## src/common/kpd_params.svh

```systemverilog
// constants for the keypad pulse dialer: offsets, field positions, reset values, timing
`ifndef KPD_PARAMS_SVH
`define KPD_PARAMS_SVH

// ****************************************************************
// time base
// ****************************************************************
`define KPD_CLK_HZ          100000000
`define KPD_OSC_HZ          2400
`define KPD_DEBOUNCE_MS     20
`define KPD_ENTRY_MS        50

// ****************************************************************
// dialing figures: times in oscillator cycles, break ratios, memory depth in entries
// ****************************************************************
`define KPD_RATE_DIV_SLOW   240
`define KPD_RATE_DIV_FAST   120
`define KPD_PAUSE_LONG      1920
`define KPD_PAUSE_SHORT     960
`define KPD_BRK_NUM_3366    2
`define KPD_BRK_DEN_3366    3
`define KPD_BRK_NUM_4060    3
`define KPD_BRK_DEN_4060    5
`define KPD_DEPTH           20

// ****************************************************************
// key codes and stored entry codes
// ****************************************************************
`define KPD_KEY_ZERO        4'ha
`define KPD_KEY_STAR        4'hb
`define KPD_KEY_POUND       4'hc
`define KPD_ENTRY_PAUSE     4'hf

// ****************************************************************
// register map
// ****************************************************************
`define KPD_CTRL_OFS        8'h00
`define KPD_STAT_OFS        8'h04
`define KPD_CTRL_RATE       0
`define KPD_CTRL_PAUSE      1
`define KPD_CTRL_RATIO      2
`define KPD_CTRL_RST        3'h0
`define KPD_STAT_OFFHOOK    0
`define KPD_STAT_DIALING    1
`define KPD_STAT_OSC        2
`define KPD_STAT_REDIAL     3
`define KPD_STAT_HALTED     4
`define KPD_STAT_KEYDOWN    5
`define KPD_STAT_COUNT_LSB  8
`define KPD_STAT_RDPTR_LSB  16

`endif

```

## src/common/kpd_pkg.sv

```systemverilog
// types shared by the keypad pulse dialer modules
package kpd_pkg;
   typedef enum logic [2:0] {
      ST_IDLE,
      ST_PAUSE,
      ST_BREAK,
      ST_MAKE,
      ST_HALT
   } kpd_state_t;

   typedef logic [3:0] kpd_entry_t;
endpackage

```

## src/common/kpd_core_if.sv

```systemverilog
// signals between the dialer core, the key scanner and the number store
interface kpd_core_if #(
   parameter int DEPTH = 20,
   parameter int CW    = $clog2(DEPTH + 1)
);
   logic                scanEn;
   logic                keyDown;
   logic                keyStrobe;
   kpd_pkg::kpd_entry_t keyCode;
   logic                wrEn;
   logic                clr;
   kpd_pkg::kpd_entry_t wrData;
   logic [CW-1:0]       rdIdx;
   kpd_pkg::kpd_entry_t rdData;
   logic [CW-1:0]       count;

   modport scan  (input scanEn, output keyDown, keyStrobe, keyCode);
   modport store (input wrEn, clr, wrData, rdIdx, output rdData, count);
   modport ctrl  (output scanEn, wrEn, clr, wrData, rdIdx,
                  input keyDown, keyStrobe, keyCode, rdData, count);
endinterface

```

## src/hw/kpd_pulse_dialer.sv

```systemverilog
// keypad pulse dialer core with redial, AHB-Lite register slave
// ****************************************************************
// ****************************************************************
//
// Added by the designer: the AHB-Lite register port and the register offsets.
`include "kpd_params.svh"

module kpd_pulse_dialer #(
   parameter int unsigned OSC_DIV_CYC  = `KPD_CLK_HZ / `KPD_OSC_HZ,
   parameter int unsigned DEBOUNCE_CYC = `KPD_DEBOUNCE_MS * (`KPD_CLK_HZ / 1000),
   parameter int unsigned ENTRY_CYC    = `KPD_ENTRY_MS * (`KPD_CLK_HZ / 1000),
   parameter int          DEPTH        = `KPD_DEPTH
) (
   input  wire logic        mclk,
   input  wire logic        reset_n,
   input  wire logic        hsel,
   input  wire logic [31:0] haddr,
   input  wire logic [1:0]  htrans,
   input  wire logic        hwrite,
   input  wire logic [2:0]  hsize,
   input  wire logic [31:0] hwdata,
   input  wire logic        hready,
   output logic             hreadyout,
   output logic             hresp,
   output logic [31:0]      hrdata,
   input  wire logic [3:0]  key_row,
   input  wire logic [2:0]  key_col,
   output logic             key_pull_en,
   input  wire logic        hook_switch_n,
   output logic             dial_pulse_n,
   output logic             mute_n,
   output logic             osc_run
);
   localparam int CW = $clog2(DEPTH + 1);

   if (OSC_DIV_CYC < 1 || DEPTH < 1 || DEPTH > 31) begin : g_bad
      $error("kpd_pulse_dialer: parameter out of range");
   end

   kpd_core_if #(.DEPTH(DEPTH)) core ();

   kpd_key_scan #(
      .DEBOUNCE_CYC (DEBOUNCE_CYC),
      .ENTRY_CYC    (ENTRY_CYC)
   ) u_scan (
      .mclk    (mclk),
      .reset_n (reset_n),
      .keyRow  (key_row),
      .keyCol  (key_col),
      .core    (core.scan)
   );

   kpd_digit_store #(.DEPTH(DEPTH)) u_store (
      .mclk    (mclk),
      .reset_n (reset_n),
      .core    (core.store)
   );

   // ****************************************************************
   // register slave
   // ****************************************************************
   logic [2:0]  ctrl_r;
   logic        wrPend_r;
   logic [7:0]  wrAddr_r;
   logic        addrPhase;
   logic [31:0] statusWord;

   logic                offHook;
   logic                oscTick;
   logic [31:0]         oscCnt_r;
   kpd_pkg::kpd_state_t state_r;
   logic [11:0]         phase_r;
   logic [3:0]          pulses_r;
   logic [CW-1:0]       rdPtr_r;
   logic                redial_r;
   logic                firstKey_r;
   logic                newNumber;
   logic                redialStart;
   logic                resume;
   logic                isPound;
   logic                dialing;
   logic                pending;

   assign addrPhase = hsel && htrans[1] && hready;
   assign hreadyout = 1'b1;
   assign hresp     = 1'b0;

   always_comb begin
      statusWord = 32'h0;
      statusWord[`KPD_STAT_OFFHOOK] = offHook;
      statusWord[`KPD_STAT_DIALING] = dialing;
      statusWord[`KPD_STAT_OSC]     = osc_run;
      statusWord[`KPD_STAT_REDIAL]  = redial_r;
      statusWord[`KPD_STAT_HALTED]  = (state_r == kpd_pkg::ST_HALT);
      statusWord[`KPD_STAT_KEYDOWN] = core.keyDown;
      statusWord[`KPD_STAT_COUNT_LSB +: CW] = core.count;
      statusWord[`KPD_STAT_RDPTR_LSB +: CW] = rdPtr_r;
   end

   function automatic logic [31:0] readMux(input logic [7:0] a, input logic [2:0] c,
                                           input logic [31:0] s);
      if (a == `KPD_CTRL_OFS) begin
         return {29'h0, c};
      end else if (a == `KPD_STAT_OFS) begin
         return s;
      end
      return 32'h0;
   endfunction

   // read data is captured at the address phase, so the data phase needs no wait
   always_ff @(posedge mclk or negedge reset_n) begin
      if (!reset_n) begin
         hrdata <= 32'h0;
      end else if (addrPhase && !hwrite) begin
         hrdata <= readMux(haddr[7:0], ctrl_r, statusWord);
      end
   end

   always_ff @(posedge mclk or negedge reset_n) begin
      if (!reset_n) begin
         wrPend_r <= 1'b0;
         wrAddr_r <= 8'h00;
      end else begin
         wrPend_r <= addrPhase && hwrite && haddr[31:8] == 24'h0;
         wrAddr_r <= haddr[7:0];
      end
   end

   // select bits steer rate, pause length and mark-to-space ratio
   always_ff @(posedge mclk or negedge reset_n) begin
      if (!reset_n) begin
         ctrl_r <= `KPD_CTRL_RST;
      end else if (wrPend_r && wrAddr_r == `KPD_CTRL_OFS) begin
         ctrl_r <= hwdata[2:0];
      end
   end

   // ****************************************************************
   // gated oscillator
   // ****************************************************************
   assign offHook = !hook_switch_n;
   // a stale number must not restart by itself after off-hook; entries count only after this
   // session's first key, and the idle step between queued entries keeps mute low
   assign pending = !firstKey_r && rdPtr_r < core.count;
   assign dialing = (state_r == kpd_pkg::ST_IDLE) ? pending : (state_r != kpd_pkg::ST_HALT);

   // stopped on-hook and whenever no key is down and no dialing runs
   always_ff @(posedge mclk or negedge reset_n) begin
      if (!reset_n) begin
         osc_run <= 1'b0;
      end else begin
         osc_run <= offHook && (core.keyDown || dialing);
      end
   end

   assign oscTick = osc_run && oscCnt_r == 32'(OSC_DIV_CYC - 1);

   always_ff @(posedge mclk or negedge reset_n) begin
      if (!reset_n) begin
         oscCnt_r <= 32'h0;
      end else if (!osc_run || oscTick) begin
         oscCnt_r <= 32'h0;
      end else begin
         oscCnt_r <= oscCnt_r + 32'h1;
      end
   end

   // ****************************************************************
   // key handling
   // ****************************************************************
   // scanning enabled whenever off-hook; pull networks only while a press is present
   assign core.scanEn = offHook;
   always_ff @(posedge mclk or negedge reset_n) begin
      if (!reset_n) begin
         key_pull_en <= 1'b0;
      end else begin
         key_pull_en <= core.keyDown;
      end
   end

   assign isPound     = core.keyStrobe && core.keyCode == `KPD_KEY_POUND;
   assign redialStart = isPound && firstKey_r;
   assign newNumber   = core.keyStrobe && firstKey_r && !isPound
                        && core.keyCode != `KPD_KEY_STAR;
   assign resume      = isPound && !firstKey_r && state_r == kpd_pkg::ST_HALT;

   // digits, and pound as access pause, are stored in order
   always_comb begin
      core.clr    = newNumber;
      core.wrEn   = 1'b0;
      core.wrData = core.keyCode;
      if (core.keyStrobe && !redialStart && !redial_r && core.keyCode != `KPD_KEY_STAR) begin
         core.wrEn = 1'b1;
         if (isPound) begin
            core.wrData = `KPD_ENTRY_PAUSE;
         end
      end
   end

   // memory itself is untouched here; the number outlives on-hook
   always_ff @(posedge mclk or negedge reset_n) begin
      if (!reset_n) begin
         firstKey_r <= 1'b1;
         redial_r   <= 1'b0;
      end else if (!offHook) begin
         firstKey_r <= 1'b1;
         redial_r   <= 1'b0;
      end else if (core.keyStrobe && core.keyCode != `KPD_KEY_STAR) begin
         firstKey_r <= 1'b0;
         if (firstKey_r) begin
            redial_r <= isPound;
         end
      end
   end

   // ****************************************************************
   // pulse sequencer
   // ****************************************************************
   function automatic logic [11:0] phaseTicks(input logic fast, input logic ratio40,
                                              input logic brk);
      int period;
      int brkLen;
      period = fast ? `KPD_RATE_DIV_FAST : `KPD_RATE_DIV_SLOW;
      brkLen = ratio40 ? period * `KPD_BRK_NUM_4060 / `KPD_BRK_DEN_4060
                       : period * `KPD_BRK_NUM_3366 / `KPD_BRK_DEN_3366;
      return brk ? 12'(brkLen) : 12'(period - brkLen);
   endfunction

   function automatic logic [11:0] pauseTicks(input logic shortPause);
      return shortPause ? 12'(`KPD_PAUSE_SHORT) : 12'(`KPD_PAUSE_LONG);
   endfunction

   assign core.rdIdx = rdPtr_r;

   always_ff @(posedge mclk or negedge reset_n) begin
      if (!reset_n) begin
         state_r  <= kpd_pkg::ST_IDLE;
         phase_r  <= 12'h000;
         pulses_r <= 4'h0;
         rdPtr_r  <= '0;
      end else if (!offHook) begin
         state_r  <= kpd_pkg::ST_IDLE;
         phase_r  <= 12'h000;
         pulses_r <= 4'h0;
         rdPtr_r  <= '0;
      end else if (newNumber || redialStart) begin
         // leading pause before the first pulse
         state_r <= kpd_pkg::ST_PAUSE;
         phase_r <= pauseTicks(ctrl_r[`KPD_CTRL_PAUSE]);
         rdPtr_r <= '0;
      end else begin
         unique case (state_r)
            kpd_pkg::ST_IDLE: begin
               if (pending) begin
                  state_r <= kpd_pkg::ST_PAUSE;
                  phase_r <= pauseTicks(ctrl_r[`KPD_CTRL_PAUSE]);
               end
            end
            kpd_pkg::ST_PAUSE: begin
               if (oscTick) begin
                  phase_r <= phase_r - 12'h001;
                  if (phase_r == 12'h001) begin
                     if (core.rdData == `KPD_ENTRY_PAUSE) begin
                        if (redial_r) begin
                           state_r <= kpd_pkg::ST_HALT;
                        end else begin
                           state_r <= kpd_pkg::ST_IDLE;
                           rdPtr_r <= rdPtr_r + CW'(1);
                        end
                     end else begin
                        // digit value gives the pulse count, zero stored as ten
                        pulses_r <= core.rdData;
                        state_r  <= kpd_pkg::ST_BREAK;
                        phase_r  <= phaseTicks(ctrl_r[`KPD_CTRL_RATE],
                                               ctrl_r[`KPD_CTRL_RATIO], 1'b1);
                     end
                  end
               end
            end
            kpd_pkg::ST_BREAK: begin
               if (oscTick) begin
                  phase_r <= phase_r - 12'h001;
                  if (phase_r == 12'h001) begin
                     state_r <= kpd_pkg::ST_MAKE;
                     phase_r <= phaseTicks(ctrl_r[`KPD_CTRL_RATE],
                                           ctrl_r[`KPD_CTRL_RATIO], 1'b0);
                  end
               end
            end
            kpd_pkg::ST_MAKE: begin
               if (oscTick) begin
                  phase_r <= phase_r - 12'h001;
                  if (phase_r == 12'h001) begin
                     pulses_r <= pulses_r - 4'h1;
                     if (pulses_r > 4'h1) begin
                        state_r <= kpd_pkg::ST_BREAK;
                        phase_r <= phaseTicks(ctrl_r[`KPD_CTRL_RATE],
                                              ctrl_r[`KPD_CTRL_RATIO], 1'b1);
                     end else begin
                        state_r <= kpd_pkg::ST_IDLE;
                        rdPtr_r <= rdPtr_r + CW'(1);
                     end
                  end
               end
            end
            kpd_pkg::ST_HALT: begin
               if (resume) begin
                  state_r <= kpd_pkg::ST_IDLE;
                  rdPtr_r <= rdPtr_r + CW'(1);
               end
            end
            default: begin
               state_r <= kpd_pkg::ST_IDLE;
            end
         endcase
      end
   end

   // line outputs registered to keep them glitch free
   always_ff @(posedge mclk or negedge reset_n) begin
      if (!reset_n) begin
         dial_pulse_n <= 1'b1;
         mute_n       <= 1'b1;
      end else begin
         dial_pulse_n <= !(offHook && state_r == kpd_pkg::ST_BREAK);
         mute_n       <= !(offHook && dialing);
      end
   end
endmodule

```

## src/hw/kpd_key_scan.sv

```systemverilog
// keypad scanner with debounce and entry spacing
`include "kpd_params.svh"

module kpd_key_scan #(
   parameter int unsigned DEBOUNCE_CYC = 2000000,
   parameter int unsigned ENTRY_CYC    = 5000000
) (
   input  wire logic       mclk,
   input  wire logic       reset_n,
   input  wire logic [3:0] keyRow,
   input  wire logic [2:0] keyCol,
   kpd_core_if.scan        core
);
   if (DEBOUNCE_CYC < 1 || ENTRY_CYC < 1) begin : g_bad
      $error("kpd_key_scan: counts must be at least one cycle");
   end

   logic [4:0]  dec;
   logic [4:0]  last_r;
   logic [31:0] stableCnt_r;
   logic [31:0] gapCnt_r;
   logic        taken_r;
   logic        keyDown;
   logic        fire;

   // returns {valid, code}; two keys at once give no code
   function automatic logic [4:0] decodeKey(input logic [3:0] r, input logic [2:0] c);
      logic [3:0] n;
      n = 4'h0;
      if ($onehot(r) && $onehot(c)) begin
         for (int i = 0; i < 4; i++) begin
            for (int j = 0; j < 3; j++) begin
               if (r[i] && c[j]) begin
                  n = 4'(i * 3 + j + 1);
               end
            end
         end
         if (n == 4'ha) begin
            n = `KPD_KEY_STAR;
         end else if (n == 4'hb) begin
            n = `KPD_KEY_ZERO;
         end
         return {1'b1, n};
      end
      return 5'h00;
   endfunction

   // a closure is a row and a column both high together
   assign keyDown      = core.scanEn & (|keyRow) & (|keyCol);
   assign core.keyDown = keyDown;
   assign dec          = decodeKey(keyRow, keyCol);
   assign fire         = keyDown && dec[4] && dec == last_r && !taken_r && gapCnt_r == 32'h0
                         && stableCnt_r == 32'(DEBOUNCE_CYC - 1);

   // any change of code restarts the stability count
   always_ff @(posedge mclk or negedge reset_n) begin
      if (!reset_n) begin
         last_r      <= 5'h00;
         stableCnt_r <= 32'h0;
      end else if (!keyDown || dec != last_r) begin
         last_r      <= dec;
         stableCnt_r <= 32'h0;
      end else if (stableCnt_r != 32'(DEBOUNCE_CYC - 1)) begin
         stableCnt_r <= stableCnt_r + 32'h1;
      end
   end

   // one entry per press; held key does not repeat
   always_ff @(posedge mclk or negedge reset_n) begin
      if (!reset_n) begin
         taken_r <= 1'b0;
      end else if (!keyDown) begin
         taken_r <= 1'b0;
      end else if (fire) begin
         taken_r <= 1'b1;
      end
   end

   // entries are spaced by the entry interval
   always_ff @(posedge mclk or negedge reset_n) begin
      if (!reset_n) begin
         gapCnt_r <= 32'h0;
      end else if (fire) begin
         gapCnt_r <= 32'(ENTRY_CYC - 1);
      end else if (gapCnt_r != 32'h0) begin
         gapCnt_r <= gapCnt_r - 32'h1;
      end
   end

   always_ff @(posedge mclk or negedge reset_n) begin
      if (!reset_n) begin
         core.keyStrobe <= 1'b0;
         core.keyCode   <= 4'h0;
      end else begin
         core.keyStrobe <= fire;
         if (fire) begin
            core.keyCode <= dec[3:0];
         end
      end
   end
endmodule

```

## src/hw/kpd_digit_store.sv

```systemverilog
// number memory: entries in order, kept until a new number replaces them
module kpd_digit_store #(
   parameter int DEPTH = 20,
   parameter int CW    = $clog2(DEPTH + 1)
) (
   input  wire logic mclk,
   input  wire logic reset_n,
   kpd_core_if.store core
);
   if (DEPTH < 1 || DEPTH > 31) begin : g_bad
      $error("kpd_digit_store: DEPTH out of range");
   end

   // memory itself has no reset so the number survives on-hook
   kpd_pkg::kpd_entry_t mem [DEPTH];
   logic [CW-1:0]       count_r;
   logic [CW-1:0]       wrIdx;

   assign wrIdx       = core.clr ? '0 : count_r;
   assign core.count  = count_r;
   assign core.rdData = (core.rdIdx < CW'(DEPTH)) ? mem[core.rdIdx] : 4'h0;

   always_ff @(posedge mclk) begin
      if (core.wrEn && wrIdx < CW'(DEPTH)) begin
         mem[wrIdx] <= core.wrData;
      end
   end

   // entries beyond the capacity are dropped
   always_ff @(posedge mclk or negedge reset_n) begin
      if (!reset_n) begin
         count_r <= '0;
      end else if (core.wrEn && wrIdx < CW'(DEPTH)) begin
         count_r <= wrIdx + CW'(1);
      end else if (core.clr) begin
         count_r <= '0;
      end
   end
endmodule

```

## config.mk

```make
export PLATFORM = sky130hd
export DESIGN_NAME = kpd_pulse_dialer
export DESIGN_NICKNAME = d
export VERILOG_FILES = /design/src/common/kpd_pkg.sv /design/src/common/kpd_core_if.sv /design/src/hw/kpd_pulse_dialer.sv /design/src/hw/kpd_key_scan.sv /design/src/hw/kpd_digit_store.sv
export VERILOG_INCLUDE_DIRS = /design/src /design/src/common
export SDC_FILE = /design/constraint.sdc
export NUM_CORES = 1
export LEC_CHECK = 0
export ABC_AREA = 1
export ABC_CLOCK_PERIOD_IN_PS = 2600
export BUFFER_PORTS_ARGS = -buffer_cell sky130_fd_sc_hd__buf_2
export CORE_MARGIN = 2
export CORE_UTILIZATION = 45
export CTS_BUF_LIST = sky130_fd_sc_hd__clkbuf_4
export CTS_CLUSTER_DIAMETER = 150
export CTS_CLUSTER_SIZE = 8
export DETAILED_ROUTE_END_ITERATION = 12
export GPL_TIMING_DRIVEN = 0
export HOLD_SLACK_MARGIN = 0.05
export MAX_ROUTING_LAYER = met4
export PLACE_DENSITY = 0.68
export SETUP_SLACK_MARGIN = 0.5
export SLEW_MARGIN = 20
export SYNTH_ARGS = -nofsm -noshare
export SYNTH_HDL_FRONTEND = slang
export SYNTH_SLANG_ARGS = --single-unit
```

## constraint.sdc

```tcl
create_clock -name mclk -period 2.6 [get_ports mclk]
set_input_delay 0.52 -clock mclk [delete_from_list [all_inputs] [get_ports mclk]]
set_output_delay 0.52 -clock mclk [all_outputs]
set_load 0.02 [all_outputs]
```

==> impl_metrics.yaml, run 1 <==
die:
  fp.dieArea_mm2: 0.0320
  initial_core_util: 0.454
  io_pins: 120
  die_x_um: 179
  rows: 64
  die_h_um: 179
  coreArea_mm2: 0.0303
grt:
  antenna_found_initial: 1
  grt.overflow.total: 0
  track_usage: 0.220
  grt_pass1_vias: 11200
  grt_max_degree: 88
  grt_pass1_wl_mm: 55.1
placement:
  hpwl_mm: 23.2
  place.gp.congestion: 0.903
  dpl.cell_count: 2086
  portBuffers: 68
  dpl_cell_area_mm2: 0.0149
final_layout:
  final_common_cell: "nand2_1"
  final_cells: 2274
  nNetsFinal: 1965
  multiInputGateArea_mm2: 0.00708
  seqCellArea_mm2: 0.00667
  fin_area_mm2: 0.0176
  syn_to_final_growth_pct: 27.8
  drive_above_1_share: 0.315
  nFillCells: 2551
  final_cell_mix: "nand2_1, inv_1, dfrtp_1"
worst_setup_path:
  cp_max_fo: 7
  endpoint_kind: "flop"
  cp.required_ps: 3130
  cp.arrival_ps: 3040
  crit_type: "primary input to flop"
  setup.worst_path.start_class: "primary input"
power_and_ir_drop:
  ir_drop_mv: 0.502
  power.leakage_uw: 0.00781
  fin_total_pwr_uw: 11500
  power_density_mw_per_mm2: 655
routing:
  dr.pass1.iters: 6
  drc_errors: 0
  wl_per_cell_um: 15.5
  via_per_inst: 5.22
  ant_nets: 0
  drtIter0Drc: 970
  vias: 11900
  routed_wl_mm: 35.2
job:
  max_cap_violations: 0
timing:
  fin_crit_sh: 0.966
  fmax_ghz: 0.398
  skew_ps: 79.7
  tns_ps: 0
  tightest_slew_ps: 1000
  relSlewSlack: 0.333
  grt_setup_unrepaired: "true"
  finalHoldViolCount: 0
  min_period_ps: 2510
  slew_viol_final: 0
  setup-violations-final: 0
clock_network:
  clk_latency_ps: 650
  cts.clk_slew.worst_paths_ps: 90
  cts_inserted_buffers: 37
  clock_sinks: 250
  cts_tree: "done"
  cts_buffer_depth: 3
  cts_root_buf: "clkbuf_4"
  h-tree-depth: 2
logic_synthesis:
  ys.flop_type: "dfrtp_1"
  synth.ff_latch_count: 250
  synthCells: 1603
  yosysWarnings: 0
  synth.distinct_cells: 68
  synth_edf_count: 80
  yosysSeqAreaShare: 0.483
  syn_area_mm2: 0.0138
  syn_avg_cell_area_um2: 8.60
  synthArstFlopShare: 0.680
status:
  status: "finished, final reports clean"
hold_path:
  hp-class: "primary input to flop"
## metrics by stage
step	util	hold slack (ps)	worst slack [ps]
after floorplan	-	224	-181
after global placement	0.487	462	-1710
after detailed placement	0.489	473	-918
after CTS	0.547	53.1	146
after global routing	0.580	63.3	-23.1
final	0.580	108	87.4
## worst max-delay path, cell delays in order
cell	delay (ps)
buf_8	110
inv_6	50
ha_4	200
ha_4	150
fa_1	440
nor3_2	140
nand3_2	140
inv_2	110
nand2_2	60
a21oi_4	140
xor2_1	80
inv_1	60
nand4_1	130
nor2_4	240
inv_2	80
buf_8	160
buf_12	150
nor2_4	70
## logic make-up after synthesis
kind of cell             count (synthesis)  share of synthesized area
XOR/XNOR                                63                     0.0400
adder cells (fa/ha/maj)                 31                     0.0292
buffers and inverters                  266                     0.0854
AO/OA/AOI/OAI                          174                     0.0746
flip-flops                             250                      0.483
other                                    2                   0.000545
AND/OR/NAND/NOR                        814                      0.285
multiplexers                             3                    0.00245
## cell type report
cell class,count,share of cell area
antenna,1,0.000142
buffer,46,0.0232
clock buffer,61,0.0260
clock inverter,3,0.00263
inverter,220,0.0511
multi-input combinational,1104,0.402
sequential,250,0.379
tap,396,0.0281
timing repair buffer,193,0.0884
## cells in the mapped netlist, types with 24 or more instances
library cell	instances	area [µm²]
nand2_1	321	1200
a21oi_1	47	235
xor2_1	43	377
nand4_1	33	206
nor4_1	35	219
nor2_1	182	683
o21ai_0	58	290
dfrtp_1	167	4180
nor3_1	50	250
nand3_1	111	556
ha_1	29	363
inv_1	200	751
buf_4	24	180
edfxtp_1	80	2400
## metal layers
layer,track usage,routed length [µm]
met3,0.0293,1680
met1,0.286,15200
met2,0.360,17300
met4,0.0650,991
met5,-,0
## registers in the layout, summed over array words and instances (netlist names), 3 cells and up
signal               count
oscCnt_r                32
u_scan.core.keyCode      4
core.rdIdx               5
u_store.mem             80
phase_r                 12
u_scan.stableCnt_r      32
ctrl_r                   3
hrdata                  16
u_scan.last_r            5
u_scan.gapCnt_r         32
u_store.core.count       5
wrAddr_r                 8
state_r                  3
pulses_r                 4
## power breakdown
group          switching (µW)  total (µW)  internal [µW]
combinational            2740        4580           1830
sequential                188        4390           4200
clock                    1410        2570           1160
## path summary, 6_finish.rpt
| path | from | end | slack (ps) | depth (start not counted) |
|---|---|---|---|---|
| max | key_row[2] | u_scan.stableCnt_r[17]$_DFFE_PN0P_ | 90 | 18 |
| max reg2reg | core.rdIdx[0]$_DFFE_PN0P_ | phase_r[6]$_DFFE_PN0P_ | 200 | 17 |
| min | haddr[30] | wrPend_r$_DFF_PN0_ | 110 | 3 |
| max in group asynchronous | reset_n | u_scan.gapCnt_r[13]$_DFFE_PN0P_ | 1250 | 3 |
| min reg2reg | hrdata[9]$_DFFE_PN0P_ | hrdata[9]$_DFFE_PN0P_ | 490 | 2 |
| min in group asynchronous | reset_n | oscCnt_r[21]$_DFF_PN0_ | 430 | 2 |
## timing repair
item / 4_1_cts / 5_1_grt
endpoints found under the setup margin: 179 / 236
hold buffers: 10 / 0
cloned: 4 / 1
resized for setup: 151 / 181
hold endpoints to repair: 89 / 0
pin swaps: 49 / 56
buffers inserted: 73 / 35
Power figures use the tool's default switching activity.
==> run 2: changes to the inputs <==
--- a/config.mk
+++ b/config.mk
@@ -6,7 +6,7 @@
 export SDC_FILE = /design/constraint.sdc
 export NUM_CORES = 1
 export LEC_CHECK = 0
-export ABC_AREA = 1
+export ABC_AREA = 0
 export ABC_CLOCK_PERIOD_IN_PS = 2600
 export BUFFER_PORTS_ARGS = -buffer_cell sky130_fd_sc_hd__buf_2
 export CORE_MARGIN = 2
==> run 2 against run 1 <==
The run now ends with negative setup slack left. Worst setup slack got worse by 560 ps. Synthesized cell count decreased by 30%. Die area decreased by 10%. Fmax decreased by 18%. Clock skew decreased by 5.9 ps. Critical endpoint is now u_scan.core.keyCode[3]$_DFFE_PN0P_. Critical path type unchanged. Critical path depth decreased by 5.
==> impl_metrics.yaml, run 2 <==
final_layout:
  final_common_cell: "dfrtp_1"
  final_cell_mix: "dfrtp_1, nor2_1, buf_4"
  largest_reg_flops: 80
  drive_above_1_share: 0.386
  syn_to_final_growth_pct: 34.1
  nNetsFinal: 1487
  top_register: "u_store.mem"
placement:
  hpwl_mm: 19.3
  place_ws_ps: -1640
  portBuffers: 66
  place.gp.congestion: 0.920
routing:
  vias: 9739
  dr.pass1.iters: 4
  via_per_inst: 5.60
  drc_errors: 0
  ant_nets: 0
  drtIter0Drc: 654
  wl_per_cell_um: 18.4
  routed_wl_mm: 32.0
logic_synthesis:
  synth_compound_area_frac: 0.0825
  synthArstFlopShare: 0.680
  syn_area_mm2: 0.0124
  ys.flop_type: "dfrtp_1"
  yosysWarnings: 0
  synth_fa_ha_area_frac: 0.0326
  yosys.area_share.simple: 0.192
  muxShareOfSynthArea: 0.0507
  synth_top_family_by_area: "simple AND/OR/NAND/NOR gates"
  synth.ff_latch_count: 250
  synth.most_common_cell: "dfrtp_1"
  yosysSeqAreaShare: 0.538
  synthXorXnorAreaFrac: 0.0673
  synth_commonest_cells: "dfrtp_1, nor2_1, nand2_1, edfxtp_1, xor2_1"
  synth_top_area_cell: "dfrtp_1"
  synth.area.top_cells: "dfrtp_1, edfxtp_1, nor2_1"
  yosysTopAreaCellShare: 0.338
  synthCells: 1122
  syn_avg_cell_area_um2: 11.0
  synth.distinct_cells: 76
  synth_edf_count: 80
timing:
  timing.final.ws_setup_ps: -471
  setup-violations-final: 71
  min_period_ps: 3070
  finalHoldViolCount: 0
  fmax_ghz: 0.326
  fin_hold_ws_ps: 115
  grt_setup_unrepaired: "true"
  skew_ps: 73.9
  tns_ps: -20540
  fin_crit_sh: 1.18
  relSlewSlack: 0.370
  slew_viol_final: 0
  tightest_slew_ps: 946
worst_setup_path:
  endpoint_kind: "flop"
  reg2reg_slack_ps: -280
  cp_max_fo: 7
  cp.required_ps: 3140
  crit_type: "primary input to flop"
  crit_start: "key_row[3]"
  r2r-start: "u_scan.gapCnt_r[7]$_DFFE_PN0P_"
  critPathSlowestCell: "or4_4"
  setup.worst_path.start_class: "primary input"
  r2r_cells: 8
  r2r_end: "u_scan.core.keyCode[3]$_DFFE_PN0P_"
  cp.arrival_ps: 3610
  slowest_delay_ps: 530
  path_cells: "buf_12 > inv_12 > ha_4 > ha_4 > fa_2 > or4_4 > clkbuf_16 > a211o_1 > a21oi_2 > nand4_1 > or4_4 > buf_8 > mux2_4"
hold_path:
  holdPathStages: 4
  hp-start: "haddr[30]"
  hp-class: "primary input to flop"
  min_to: "wrPend_r$_DFF_PN0_"
power_and_ir_drop:
  power_density_mw_per_mm2: 468
  ir_drop_mv: 0.333
  power.leakage_uw: 0.00660
  fin_total_pwr_uw: 7770
grt:
  antenna_found_initial: 2
  grt_pass1_vias: 9584
  grt_max_degree: 97
  track_usage: 0.224
  grt.overflow.total: 0
  grt_pass1_wl_mm: 49.8
die:
  coreArea_mm2: 0.0270
  fp.dieArea_mm2: 0.0288
  die_h_um: 170
  initial_core_util: 0.459
  rows: 60
  io_pins: 120
  die_x_um: 170
clock_network:
  h-tree-depth: 2
  cts.clk_slew.worst_paths_ps: 90
  cts_tree: "done"
  clk_latency_ps: 680
  clock_sinks: 250
  cts_root_buf: "clkbuf_4"
  cts_inserted_buffers: 37
  cts_buffer_depth: 3
job:
  max_cap_violations: 0
status:
  violations: "negative setup slack"
  status: "finished, violations left"
## run 2: cell types whose count changed after synthesis, sizes merged, moves of 18 or more
cell / previous run / this run
nand2: 337 / 95
inv: 216 / 38
nand3: 118 / 45
nor2: 209 / 144
o21ai: 86 / 35
nor3: 60 / 30
a21oi: 50 / 21
mux4: 0 / 18
## run 2: worst max path at each step
| stage | end | slack, ps |
|---|---|---|
| 2_1_floorplan | u_scan.core.keyCode[0]$_DFFE_PN0P_ | -980 |
| 3_3_place_gp | u_scan.gapCnt_r[29]$_DFFE_PN0P_ | -1730 |
| 3_5_place_dp | u_scan.core.keyCode[3]$_DFFE_PN0P_ | -1640 |
| 4_1_cts | u_scan.core.keyCode[3]$_DFFE_PN0P_ | -380 |
| 5_1_grt | u_scan.core.keyCode[3]$_DFFE_PN0P_ | -510 |
| 6_report | u_scan.core.keyCode[3]$_DFFE_PN0P_ | -470 |
## run 2: logic make-up after synthesis
logic type,count (synthesis)
other cells,2
simple gates,469
buf+inv,91
compound gates,147
fa+ha+maj,31
mux,37
flops,250
xor+xnor,95
## run 2: power breakdown
part	switching, µW	total (µW)	internal (µW)
Clock	1410	2410	997
Sequential	50.4	4140	4090
Combinational	618	1220	599
Total	2080	7770	5690
## run 2: metrics by stage
stage	area (µm²)	util	cells
floorplan	12700	-	1138
global placement	13500	0.501	1545
detailed placement	13500	0.502	1546
CTS	15900	0.589	1702
global route	16600	0.615	1738
finish	16600	0.615	1738
## run 2: what timing repair did
action | in CTS | in global routing
gates resized for setup | 255 | 114
hold buffers | 9 | 0
hold endpoints to repair | 80 | 0
setup buffers | 83 | 31
endpoints found under the setup margin | 189 | 248
gates cloned | 4 | 3
pin swaps | 101 | 47
## run 2: layout make-up
class | instances | area, µm²
Antenna cell | 2 | 5.00
Buffer | 53 | 487
Clock buffer | 57 | 428
Clock inverter | 3 | 21.3
Fill cell | 2048 | 10400
Inverter | 38 | 168
Multi-Input combinational cell | 799 | 6690
Sequential cell | 250 | 6670
Tap cell | 341 | 427
Timing Repair Buffer | 195 | 1700
## run 2: worst max-delay path: cells and delay by family
family | cells | cell delay, ps
AND/OR/NAND/NOR | 3 | 1210
adder cells (fa/ha/maj) | 3 | 740
buffers and inverters | 4 | 450
AO/OA/AOI/OAI | 2 | 400
multiplexers | 1 | 290
## run 2: metal layers
metal  GRT usage  vias to the layer above  part of all wire  routed length (µm)
met4      0.0695                        0             0.028                 890
met2       0.353                      289              0.49               15600
met3      0.0392                       72             0.054                1710
met1       0.298                     4832              0.43               13800
met5           -                        -                 0                   0
li1            -                     4546                 -                   -
